==> config.mk <==
export PLATFORM = sky130hd
export DESIGN_NAME = dpr_port_host
export DESIGN_NICKNAME = d
export VERILOG_FILES = /design/src/include/dpr_pkg.sv /design/src/rtl/dpr_port_host.sv
export SDC_FILE = /design/constraint.sdc
export NUM_CORES = 1
export LEC_CHECK = 0
export BUFFER_PORTS_ARGS = -buffer_cell sky130_fd_sc_hd__buf_2
export CAP_MARGIN = 20
export CORE_MARGIN = 4
export CORE_UTILIZATION = 45
export DETAILED_ROUTE_END_ITERATION = 8
export PLACE_DENSITY_LB_ADDON = 0.2
export SYNTH_ARGS = -nofsm -noshare
export SYNTH_HDL_FRONTEND = slang
export SYNTH_SLANG_ARGS = --single-unit
==> constraint.sdc <==
create_clock -name clk -period 2.4 [get_ports clk]
set_input_delay 0.48 -clock clk [delete_from_list [all_inputs] [get_ports clk]]
set_output_delay 0.48 -clock clk [all_outputs]
set_load 0.005 [all_outputs]
==> src/include/dpr_pkg.sv <==
// shared constants and carriers for the dual-port memory port host
// Function
// RL1 - Device offers 32K x 18 words on two independent ports.
// RL2 - Port selected only with low select low and high select high.
// RL3 - Write: rw low, flag space high; lane selects pick bits 9-17, 0-8.
// RL4 - Read: rw high, output enable low; only selected lanes driven.
// RL5 - Both ports may read one location at once correctly.
// RL6 - Role select high makes contention flag output, low makes it input.
// RL7 - Contention and interrupt flags are always push-pull, never floated.
// RL8 - Wide words: devices side by side, one master, rest slave.
// RL9 - Depth expansion decodes upper address onto opposite-polarity selects.
// RL10 - Output enable or both lanes high floats data; no word changes.
// RL11 - Host avoids writing a location the other port is using; this host has no such guard, the caller orders it.
// RL12 - Eight flags at address bits 0-2, written from bit 0, read on all.
package dpr_pkg;

  // ==========================================================
  // geometry
  localparam int ADDR_W  = 15;
  localparam int DATA_W  = 18;
  localparam int LANE_W  = 9;
  localparam int LANES   = 2;
  localparam int UPPER   = 1;   // lane index of bits 9-17
  localparam int LOWER   = 0;   // lane index of bits 0-8

  // ==========================================================
  // timing
  localparam int CLK_NS      = 10;
  localparam int ACCESS_NS   = 20;
  localparam int ACCESS_CYC  = (ACCESS_NS + CLK_NS - 1) / CLK_NS;
  localparam int SYNC_STAGES = 2;
  localparam int STROBE_CYC  = ACCESS_CYC + SYNC_STAGES;
  localparam int CNT_W       = 4;

  // ==========================================================
  // carriers
  typedef struct packed {
    logic              write;
    logic              flag;    // flag space access
    logic              bank;    // upper address bit for depth expansion
    logic [ADDR_W-1:0] addr;
    logic [LANES-1:0]  lanes;   // high = lane used
    logic [DATA_W-1:0] wdata;
  } dpr_req_s;

  typedef struct packed {
    logic              sel_low_n;
    logic              sel_high;
    logic              rw;
    logic              oe_n;
    logic              upper_n;
    logic              lower_n;
    logic              flag_n;
    logic [ADDR_W-1:0] addr;
  } dpr_pin_s;

  localparam dpr_pin_s PIN_IDLE = '{sel_low_n: 1'b1, sel_high: 1'b0, rw: 1'b1, oe_n: 1'b1,
                                    upper_n: 1'b1, lower_n: 1'b1, flag_n: 1'b1, addr: '0};

  typedef enum logic [1:0] {ST_IDLE, ST_SETUP, ST_STROBE, ST_RECOVER} dpr_state_e;

endpackage

==> src/rtl/dpr_port_host.sv <==
// host controller that drives one port of the dual-port memory
`timescale 1ns/1ps
module dpr_port_host #(
  parameter bit IS_MASTER = 1'b1
) (
  input  wire logic                          clk,
  input  wire logic                          rst,
  // user side
  input  wire logic                          req_valid,
  input  wire dpr_pkg::dpr_req_s             req,
  output logic                               req_ready,
  output logic                               done,
  output logic [dpr_pkg::DATA_W-1:0]         rdata,
  output logic                               irq,
  // pins toward the memory port
  output dpr_pkg::dpr_pin_s                  pin,
  input  wire logic [dpr_pkg::DATA_W-1:0]    data_in,
  output logic [dpr_pkg::DATA_W-1:0]         data_out,
  output logic [dpr_pkg::LANES-1:0]          data_oe_n,
  output logic                               role,
  input  wire logic                          busy_n_in,
  output logic                               busy_n_out,
  output logic                               busy_oe_n,
  input  wire logic                          int_n_in
);

  // ==========================================================
  // pin synchronisers
  logic [dpr_pkg::DATA_W-1:0] data_s1;
  logic [dpr_pkg::DATA_W-1:0] data_s2;
  logic                       busy_s1;
  logic                       busy_s2;
  logic                       int_s1;
  logic                       int_s2;

  // all input pins are asynchronous to clk, two flops each
  always_ff @(posedge clk)
  begin
    if (rst)
    begin
      data_s1 <= '0;
      data_s2 <= '0;
      busy_s1 <= 1'b1;
      busy_s2 <= 1'b1;
      int_s1  <= 1'b1;
      int_s2  <= 1'b1;
    end
    else
    begin
      data_s1 <= data_in;
      data_s2 <= data_s1;
      busy_s1 <= busy_n_in;
      busy_s2 <= busy_s1;
      int_s1  <= int_n_in;
      int_s2  <= int_s1;
    end
  end

  // ==========================================================
  // sequencing
  dpr_pkg::dpr_state_e       state;
  dpr_pkg::dpr_state_e       next_state;
  dpr_pkg::dpr_req_s         cur;
  dpr_pkg::dpr_req_s         next_cur;
  logic [dpr_pkg::CNT_W-1:0] cnt;
  logic [dpr_pkg::CNT_W-1:0] next_cnt;
  logic                      take;
  logic                      no_lane;
  logic                      busy_wait;
  logic                      strobe_last;

  // no guard against the far port using the same word; the caller orders that
  assign take        = req_valid && req_ready;                                 // [RL11]
  // both lanes off on a normal access stores nothing, so skip it
  assign no_lane     = !req.flag && (req.lanes == 2'h0);                       // [RL10]
  // only a master drives the contention flag toward us
  assign busy_wait   = IS_MASTER && !busy_s2;                                  // [RL6]
  assign strobe_last = (cnt == dpr_pkg::CNT_W'(dpr_pkg::STROBE_CYC - 1)) && !busy_wait;
  assign next_cur    = take ? req : cur;

  // state transitions
  always_comb
  begin
    next_state = state;
    next_cnt   = cnt;
    case (state)
      dpr_pkg::ST_IDLE:
      begin
        if (take)
          next_state = no_lane ? dpr_pkg::ST_RECOVER : dpr_pkg::ST_SETUP;
      end
      dpr_pkg::ST_SETUP:
      begin
        next_state = dpr_pkg::ST_STROBE;
        next_cnt   = '0;
      end
      dpr_pkg::ST_STROBE:
      begin
        if (strobe_last)
          next_state = dpr_pkg::ST_RECOVER;
        else if (!busy_wait)
          next_cnt = cnt + 4'h1;
      end
      dpr_pkg::ST_RECOVER:
        next_state = dpr_pkg::ST_IDLE;
      default:
        next_state = dpr_pkg::ST_IDLE;
    endcase
  end

  always_ff @(posedge clk)
  begin
    if (rst)
    begin
      state <= dpr_pkg::ST_IDLE;
      cnt   <= '0;
      cur   <= '0;
    end
    else
    begin
      state <= next_state;
      cnt   <= next_cnt;
      cur   <= next_cur;
    end
  end

  // ==========================================================
  // pin decode from the next state, so pins leave flops directly
  logic                       n_active;
  logic                       n_strobe;
  logic                       n_drive;
  logic                       n_mem;
  dpr_pkg::dpr_pin_s          next_pin;
  logic [dpr_pkg::LANES-1:0]  next_data_oe_n;
  logic [dpr_pkg::DATA_W-1:0] next_rdata;
  logic [dpr_pkg::DATA_W-1:0] lane_mask;

  assign n_active = (next_state == dpr_pkg::ST_SETUP) || (next_state == dpr_pkg::ST_STROBE);
  assign n_strobe = (next_state == dpr_pkg::ST_STROBE);
  // write data held one cycle past rw rising for hold time
  assign n_drive  = next_cur.write && (n_active || (next_state == dpr_pkg::ST_RECOVER && state != dpr_pkg::ST_IDLE));
  assign n_mem    = n_active && !next_cur.flag;

  // selects: bank bit feeds low select of one device and high of the other
  assign next_pin.sel_low_n = n_mem ? next_cur.bank : 1'b1;                    // [RL2] [RL9]
  assign next_pin.sel_high  = n_mem ? next_cur.bank : 1'b0;                    // [RL2] [RL9]
  assign next_pin.flag_n    = !(n_active && next_cur.flag);                    // [RL12]
  assign next_pin.rw        = !(n_strobe && next_cur.write);                   // [RL3]
  assign next_pin.oe_n      = !(n_strobe && !next_cur.write);                  // [RL4]
  // flag accesses leave both lanes off, the chip selects are off anyway
  assign next_pin.upper_n   = !(n_mem && next_cur.lanes[dpr_pkg::UPPER]);      // [RL3] [RL4]
  assign next_pin.lower_n   = !(n_mem && next_cur.lanes[dpr_pkg::LOWER]);      // [RL3] [RL4]
  assign next_pin.addr      = next_cur.addr;

  // drive only the lanes being written; flag writes drive all pins
  genvar g;
  generate
    for (g = 0; g < dpr_pkg::LANES; g++)
    begin : g_lane
      assign next_data_oe_n[g] = !(n_drive && (next_cur.flag || next_cur.lanes[g]));  // [RL3] [RL12]
      assign lane_mask[g*dpr_pkg::LANE_W +: dpr_pkg::LANE_W] = {dpr_pkg::LANE_W{cur.flag || cur.lanes[g]}};
    end
  endgenerate

  // unselected lanes float at the pins, so return them as zero
  assign next_rdata = data_s2 & lane_mask;                                     // [RL4] [RL12]

  always_ff @(posedge clk)
  begin
    if (rst)
    begin
      pin       <= dpr_pkg::PIN_IDLE;
      data_oe_n <= '1;
      data_out  <= '0;
    end
    else
    begin
      pin       <= next_pin;
      data_oe_n <= next_data_oe_n;
      data_out  <= next_cur.wdata;
    end
  end

  // ==========================================================
  // user answers and flag pins
  always_ff @(posedge clk)
  begin
    if (rst)
    begin
      req_ready  <= 1'b0;
      done       <= 1'b0;
      rdata      <= '0;
      irq        <= 1'b0;
      role       <= 1'b0;
      busy_n_out <= 1'b1;
      busy_oe_n  <= 1'b1;
    end
    else
    begin
      req_ready  <= (next_state == dpr_pkg::ST_IDLE);
      done       <= (state == dpr_pkg::ST_RECOVER);
      if (state == dpr_pkg::ST_STROBE && strobe_last && !cur.write)
        rdata <= next_rdata;
      irq        <= !int_s2;
      role       <= IS_MASTER;                                                 // [RL6] [RL8]
      // a slave reads busy from us; report no contention
      busy_n_out <= 1'b1;
      busy_oe_n  <= IS_MASTER;                                                 // [RL6] [RL7]
    end
  end

  // ==========================================================
  // checks
  logic busy_clear;
  assign busy_clear = !busy_wait;
endmodule

# After elaboration in Yosys (flattened, before gate mapping)
# Index checks and enable logic that the tools add are counted.
dict set report classes {
  muxes 9
  magnitude_cmp 0
  n_reduce_logical 40
  add_sub_neg 1
  n_eq_ne 9
  shifts 0
  multipliers 0
  bitwise 2
  div_mod_pow 0
}
# op count
set ops {}
lappend ops {{$mux W38} 1}
lappend ops {{$and A18 B18 Y18} 1}
lappend ops {{$logic_and A1 B1 Y1} 15}
lappend ops {{$logic_not A1 Y1} 12}
lappend ops {{$eq A2 B2 Y1 const B} 4}
lappend ops {{$mux W4} 2}
lappend ops {{$pmux W2 S4} 1}
lappend ops {{$pmux W4 S2} 1}
lappend ops {{$logic_not A2 Y1} 3}
lappend ops {{$logic_or A1 B1 Y1} 6}
lappend ops {{$mux W2} 3}
lappend ops {{$add A4 B1 Y4 const B} 1}
lappend ops {{$eq A2 B1 Y1 const B} 2}
lappend ops {{$eq A4 B2 Y1 const B} 1}
lappend ops {{$ne A2 B2 Y1 const B} 2}
lappend ops {{$reduce_bool A2 Y1} 2}
lappend ops {{$reduce_and A3 Y1} 1}
lappend ops {{$reduce_or A2 Y1} 1}
lappend ops {{$mux W1} 1}
lappend ops {{$not A1 Y1} 1}
dict set report word_totals {
  rom_bits 0
  memories 0
  latchBits 0
  wordCells 88
  input_bits 61
  reg_bits 115
  ram_bits 0
  out_inout_bits 66
}

# Depth between registers and ports, before layout
dict set report depth {
  word_depth 11
  ltp_mapped 9
  mapped_depth_nobuf 9
}

# Worst setup path after synthesis
# No wires, ideal clock.
dict set report synth_timing {
  path_kind {register to register}
  from {reg state[0]}
  to {reg data_oe_n[0] (netlist bit)}
  synth_period_minus_slack_ns 2.281
  required_time_ns 2.253
  setup_time_ns 0.147
  t_arrival_ns 2.134
  setup_slack_ns 0.119
  path_stages_with_launch 9
  path_buffers 0
  cell_sequence {dfxtp_1 inv_1 ha_1 and4b_2 a221oi_2 or2_2 ha_1 a221oi_1 o311ai_0}
}
dict set report synth_between {
  elab_chain_len 8
  word_cells_on_any_way 17
  classes_between {eq/ne (6); mux (3); reduce/logical (8)}
}
# item line_no
set synth_rtl {}
lappend synth_rtl {{start, declared} dpr_port_host.sv:61} ;# dpr_pkg::dpr_state_e state;
lappend synth_rtl {{start signal, assigned} dpr_port_host.sv:115} ;# state <= dpr_pkg::ST_IDLE;
lappend synth_rtl {{start signal, assigned} dpr_port_host.sv:121} ;# state <= next_state;
lappend synth_rtl {{$eq A2 B2 Y1, or another cell as far along} dpr_port_host.sv:86} ;# case (state)
lappend synth_rtl {{$pmux W2 S4} dpr_port_host.sv:86}
lappend synth_rtl {{$eq A2 B1 Y1, or another cell as far along} dpr_port_host.sv:138} ;# assign n_active = (next_state == dpr_pkg::ST_SETUP) || (next_state == dpr_pkg::ST_STROBE);
lappend synth_rtl {{$logic_or A1 B1 Y1 or $logic_and A1 B1 Y1 (tied branches)} {dpr_port_host.sv:138, dpr_port_host.sv:141}}
lappend synth_rtl {{$logic_or A1 B1 Y1 (*)} dpr_port_host.sv:141} ;# assign n_drive = next_cur.write && (n_active || (next_state == dpr_pkg::ST_RECOVER && state != dpr_pkg::ST_IDL ...
lappend synth_rtl {{$logic_and A1 B1 Y1 (*)} dpr_port_host.sv:141}
lappend synth_rtl {{$logic_and A1 B1 Y1 (*)} dpr_port_host.sv:160} ;# assign next_data_oe_n[g] = !(n_drive && (next_cur.flag || next_cur.lanes[g]));
lappend synth_rtl {{$logic_not A1 Y1 (*)} dpr_port_host.sv:160}
lappend synth_rtl {{end signal, assigned} dpr_port_host.sv:179} ;# data_oe_n <= next_data_oe_n;
lappend synth_rtl {{end, declared} dpr_port_host.sv:19} ;# output logic [dpr_pkg::LANES-1:0] data_oe_n,
# Mark *: on every way between the ends. The rest lies on a longest branch, timed or not.
# A chain may end at the register's enable or synchronous reset.

# Worst setup path after layout
dict set report layout_timing {
  from {reg state[0]}
  to {reg pin[20] (netlist bit)}
}
dict set report layout_between {
  elab_chain_len 7
  word_cells_on_any_way 13
  classes_between {eq/ne (5); mux (3); bitwise (1); reduce/logical (4)}
}
# item line_no
set layout_rtl {}
lappend layout_rtl {{$eq A2 B2 Y1, or another cell as far along} dpr_port_host.sv:86}
lappend layout_rtl {{$pmux W2 S4 (*)} dpr_port_host.sv:86}
lappend layout_rtl {{$eq A2 B1 Y1 or $eq A2 B2 Y1 (tied branches)} dpr_port_host.sv:138}
lappend layout_rtl {{$logic_or A1 B1 Y1 (*)} dpr_port_host.sv:138}
lappend layout_rtl {{$logic_and A1 B1 Y1 (*)} dpr_port_host.sv:142} ;# assign n_mem = n_active && !next_cur.flag;
lappend layout_rtl {{$not A1 Y1 (no line) (*)} n/a}
lappend layout_rtl {{$reduce_or A2 Y1 (no line) (*)} n/a}
lappend layout_rtl {{end signal, assigned} dpr_port_host.sv:172} ;# pin <= dpr_pkg::PIN_IDLE;
lappend layout_rtl {{end signal, assigned} dpr_port_host.sv:178} ;# pin <= next_pin;
lappend layout_rtl {{end, declared} dpr_port_host.sv:16} ;# output dpr_pkg::dpr_pin_s pin,
# Marked as above.

==> metrics.txt <==
Maximum Capacitance Violations=0; Net count, final=611; initial antenna violation count=1; Hold Path Class=input port to flip-flop; GRT Util Overall=0.162; CTS sink count=115; hold_ws=0.152 ns; Yosys top cell by area=dfxtp_1; Post-CTS Hold Fix Bufs=0; CP Data Required Time=2.84 ns; total grt overflow=0; final antenna-violating net count=0; Mean Syn Cell Area=9.55 µm²; min-delay src=busy_n_in; Clk Latency, worst-skew pair=just over 0.5 ns; first-pass GRT wire length=14300 µm; routed vias=3147; r2r setup slk=0.12 ns; slowest CP cell=a2111oi_4; P per Cell Area=between 1000 and 1500 mW/mm²; post-synth top area share=0.539; kind of critical path=flip-flop to flip-flop; top post-synthesis cells by area=dfxtp_1 (54%), nand2_1 (9.3%), buf_4 (6.3%), nor2b_1 (5.7%), mux2i_1 (5.2%); dpl cell area=0.00475 mm²; Placeable Area=0.00924 mm²; synth warn=0; Design Area, Final=0.00530 mm²; IR drop worst, VDD=492 µV; crit path buf inv count=1; Fmax=0.439 GHz; Max Slew Vio Count=0; Final Hold Viols=0; status=finished, final reports clean; TritonRoute pass-1 iters=4; hold worst-path end=busy_s1; Largest stage delay, worst path=~0.4 ns; IO Pins=127; Worst-path clk slew=0.06 ns; Seq/Total Area, Yosys=0.539; reg2reg end=pin[20]; Hold Crit Depth=2; Max clock buf depth=2; Row Count=35; Top FF cell, synth=dfxtp_1; leakage power=approximately 2.2 nW; largest net degree at the start of global routing=37; fin cells=684; share of synthesized flip-flops with an asynchronous set or reset=0; Remaining DRCs=0; final setup vio count=0; worst-path fanout max=4; Post-Syn Instances=approximately 450; Initial Utilization=0.462; Via density=4.60; share of layout cells above drive strength 1=0.337; reg2reg path depth=8; H-tree lvl count=4; global routing usage on met3=0.0612; worst reg2reg startpoint=state[0]; total power=5.31 mW; CTS tree=done; critical path arrival=between 2 and 3 ns; root buffer cell=clkbuf_8; per-cell routed wire length=12.5 µm; placer congestion estimate=0.792; Yosys cell types=between 40 and 50; met1 usage=0.186; CP top delay family=simple AND/OR/NAND/NOR gates; Post-synth EDFFs=0; PortBufs=124; endpoint class of the critical path=flip-flop; Tcrit/Tclk final=0.949; clock buffer count from CTS=17; cells along the critical path=inv_1 > ha_1 > and4b_2 > a221oi_4 > or2_2 > ha_4 > a2111oi_4 > nor2b_1; commonest non-fill, non-tap cells in the layout=buf_2 (124), dfxtp_1 (113), nand2_1 (106); unrepaired setup endpoints after global routing=no; antenna cells=0; vias in the first global route=3130; Mapped Area=0.00427 mm²; Final HPWL DP=5990 µm; routing usage on met2=0.265; busiest grt layer=met2; Die X=~110 µm; final wirelength=8580 µm; Layout Skew=0.00782 ns; crit path launch type=flip-flop; fin crit period=2.28 ns; fill cell count=852; number of cells after detailed placement=653; Layout area overhead=24.1%; most common cell after layout, fill and taps aside=buf_2; synthesis-stage register bit count=roughly 120; die area=0.0111 mm²; Setup Buffers After CTS=0; initial detailed-routing violation count=about 110; Die H=105 µm
## layout make-up
| type | count | area, µm² | area share |
|---|---|---|---|
| clock inverters | 14 | 105 | 0.0198 |
| well taps | 129 | 161 | 0.0305 |
| inverters | 4 | 15.0 | 0.00283 |
| repair buffers | 135 | 703 | 0.133 |
| flip-flops and latches | 115 | 2300 | 0.435 |
| multi-input cells | 270 | 1590 | 0.301 |
| clock buffers | 17 | 414 | 0.0782 |
## sequential cells by signal, indices dropped and copies added (netlist names)
register    cells
irq             1
data_oe_n       2
int_s1          1
rdata          18
busy_clear      1
pin            22
done            1
busy_s1         1
state           2
req_ready       1
data_s1        18
role            1
int_s2          1
data_s2        18
data_out       18
cur             5
cnt             4
## layer usage
layer,up-vias,wire length [µm]
met3,11,625
met1,1430,3680
met4,2,128
met2,85,4130
li1,1619,-
met5,-,7
## worst max-delay path by stage
stage / start / slack [ns] / end / cells past startpoint
6_report: state[0] / 0.12 / pin[20] / 8
3_5_place_dp: state[0] / -0.008 / data_oe_n[0] / 8
3_3_place_gp: state[0] / 0.13 / data_oe_n[1] / 8
5_1_grt: state[0] / 0.02 / pin[20] / 8
2_1_floorplan: state[0] / 0.12 / data_oe_n[0] / 8
4_1_cts: state[0] / 0.07 / data_oe_n[0] / 8
## cell families (layout without fill, tap and decap cells)
group / Yosys count / in the layout / synth area share
AOI/OAI and AO/OA: 55 / 55 / 0.0830
adders and majority gates: 7 / 7 / 0.0205
buffers and inverters: 63 / 170 / 0.0970
DFF: 115 / 115 / 0.539
muxes: 22 / 22 / 0.0516
other: 1 / 2 / 0.000879
and+or+nand+nor: 184 / 184 / 0.208
## through the flow
stage               setup TNS, ns  setup slack, ns  utilization
finish                          0            0.123        0.573
global route                    0           0.0224        0.573
CTS                             0           0.0742        0.570
detailed placement       -0.00800         -0.00800        0.514
global placement                0            0.126        0.514
floorplan                       0            0.119            -
## cells in the mapped netlist, drive strengths merged (2+ instances only)
master / instances
inv: 4
or3: 3
nand2b: 4
clkbuf: 5
mux2i: 22
nor2b: 39
dfxtp: 115
nand4: 2
nor2: 9
or2: 5
o311ai: 2
a21oi: 39
nand3: 2
buf: 54
ha: 7
nand2: 107
and3: 2
a211oi: 2
o21ba: 2
a221oi: 2
nor3: 3
## repair_timing
| item | CTS | global route |
|---|---|---|
| resized for setup | 1 | 5 |
| setup endpoints to repair | 2 | 6 |
| endpoints found under the hold margin | 0 | 0 |
| pin swaps | 0 | 2 |
## power breakdown
part           switching [mW]  internal, mW
registers              0.0834          2.08
logic                   0.544         0.460
clock network           0.879          1.26
(Power assumes the default switching activity.)
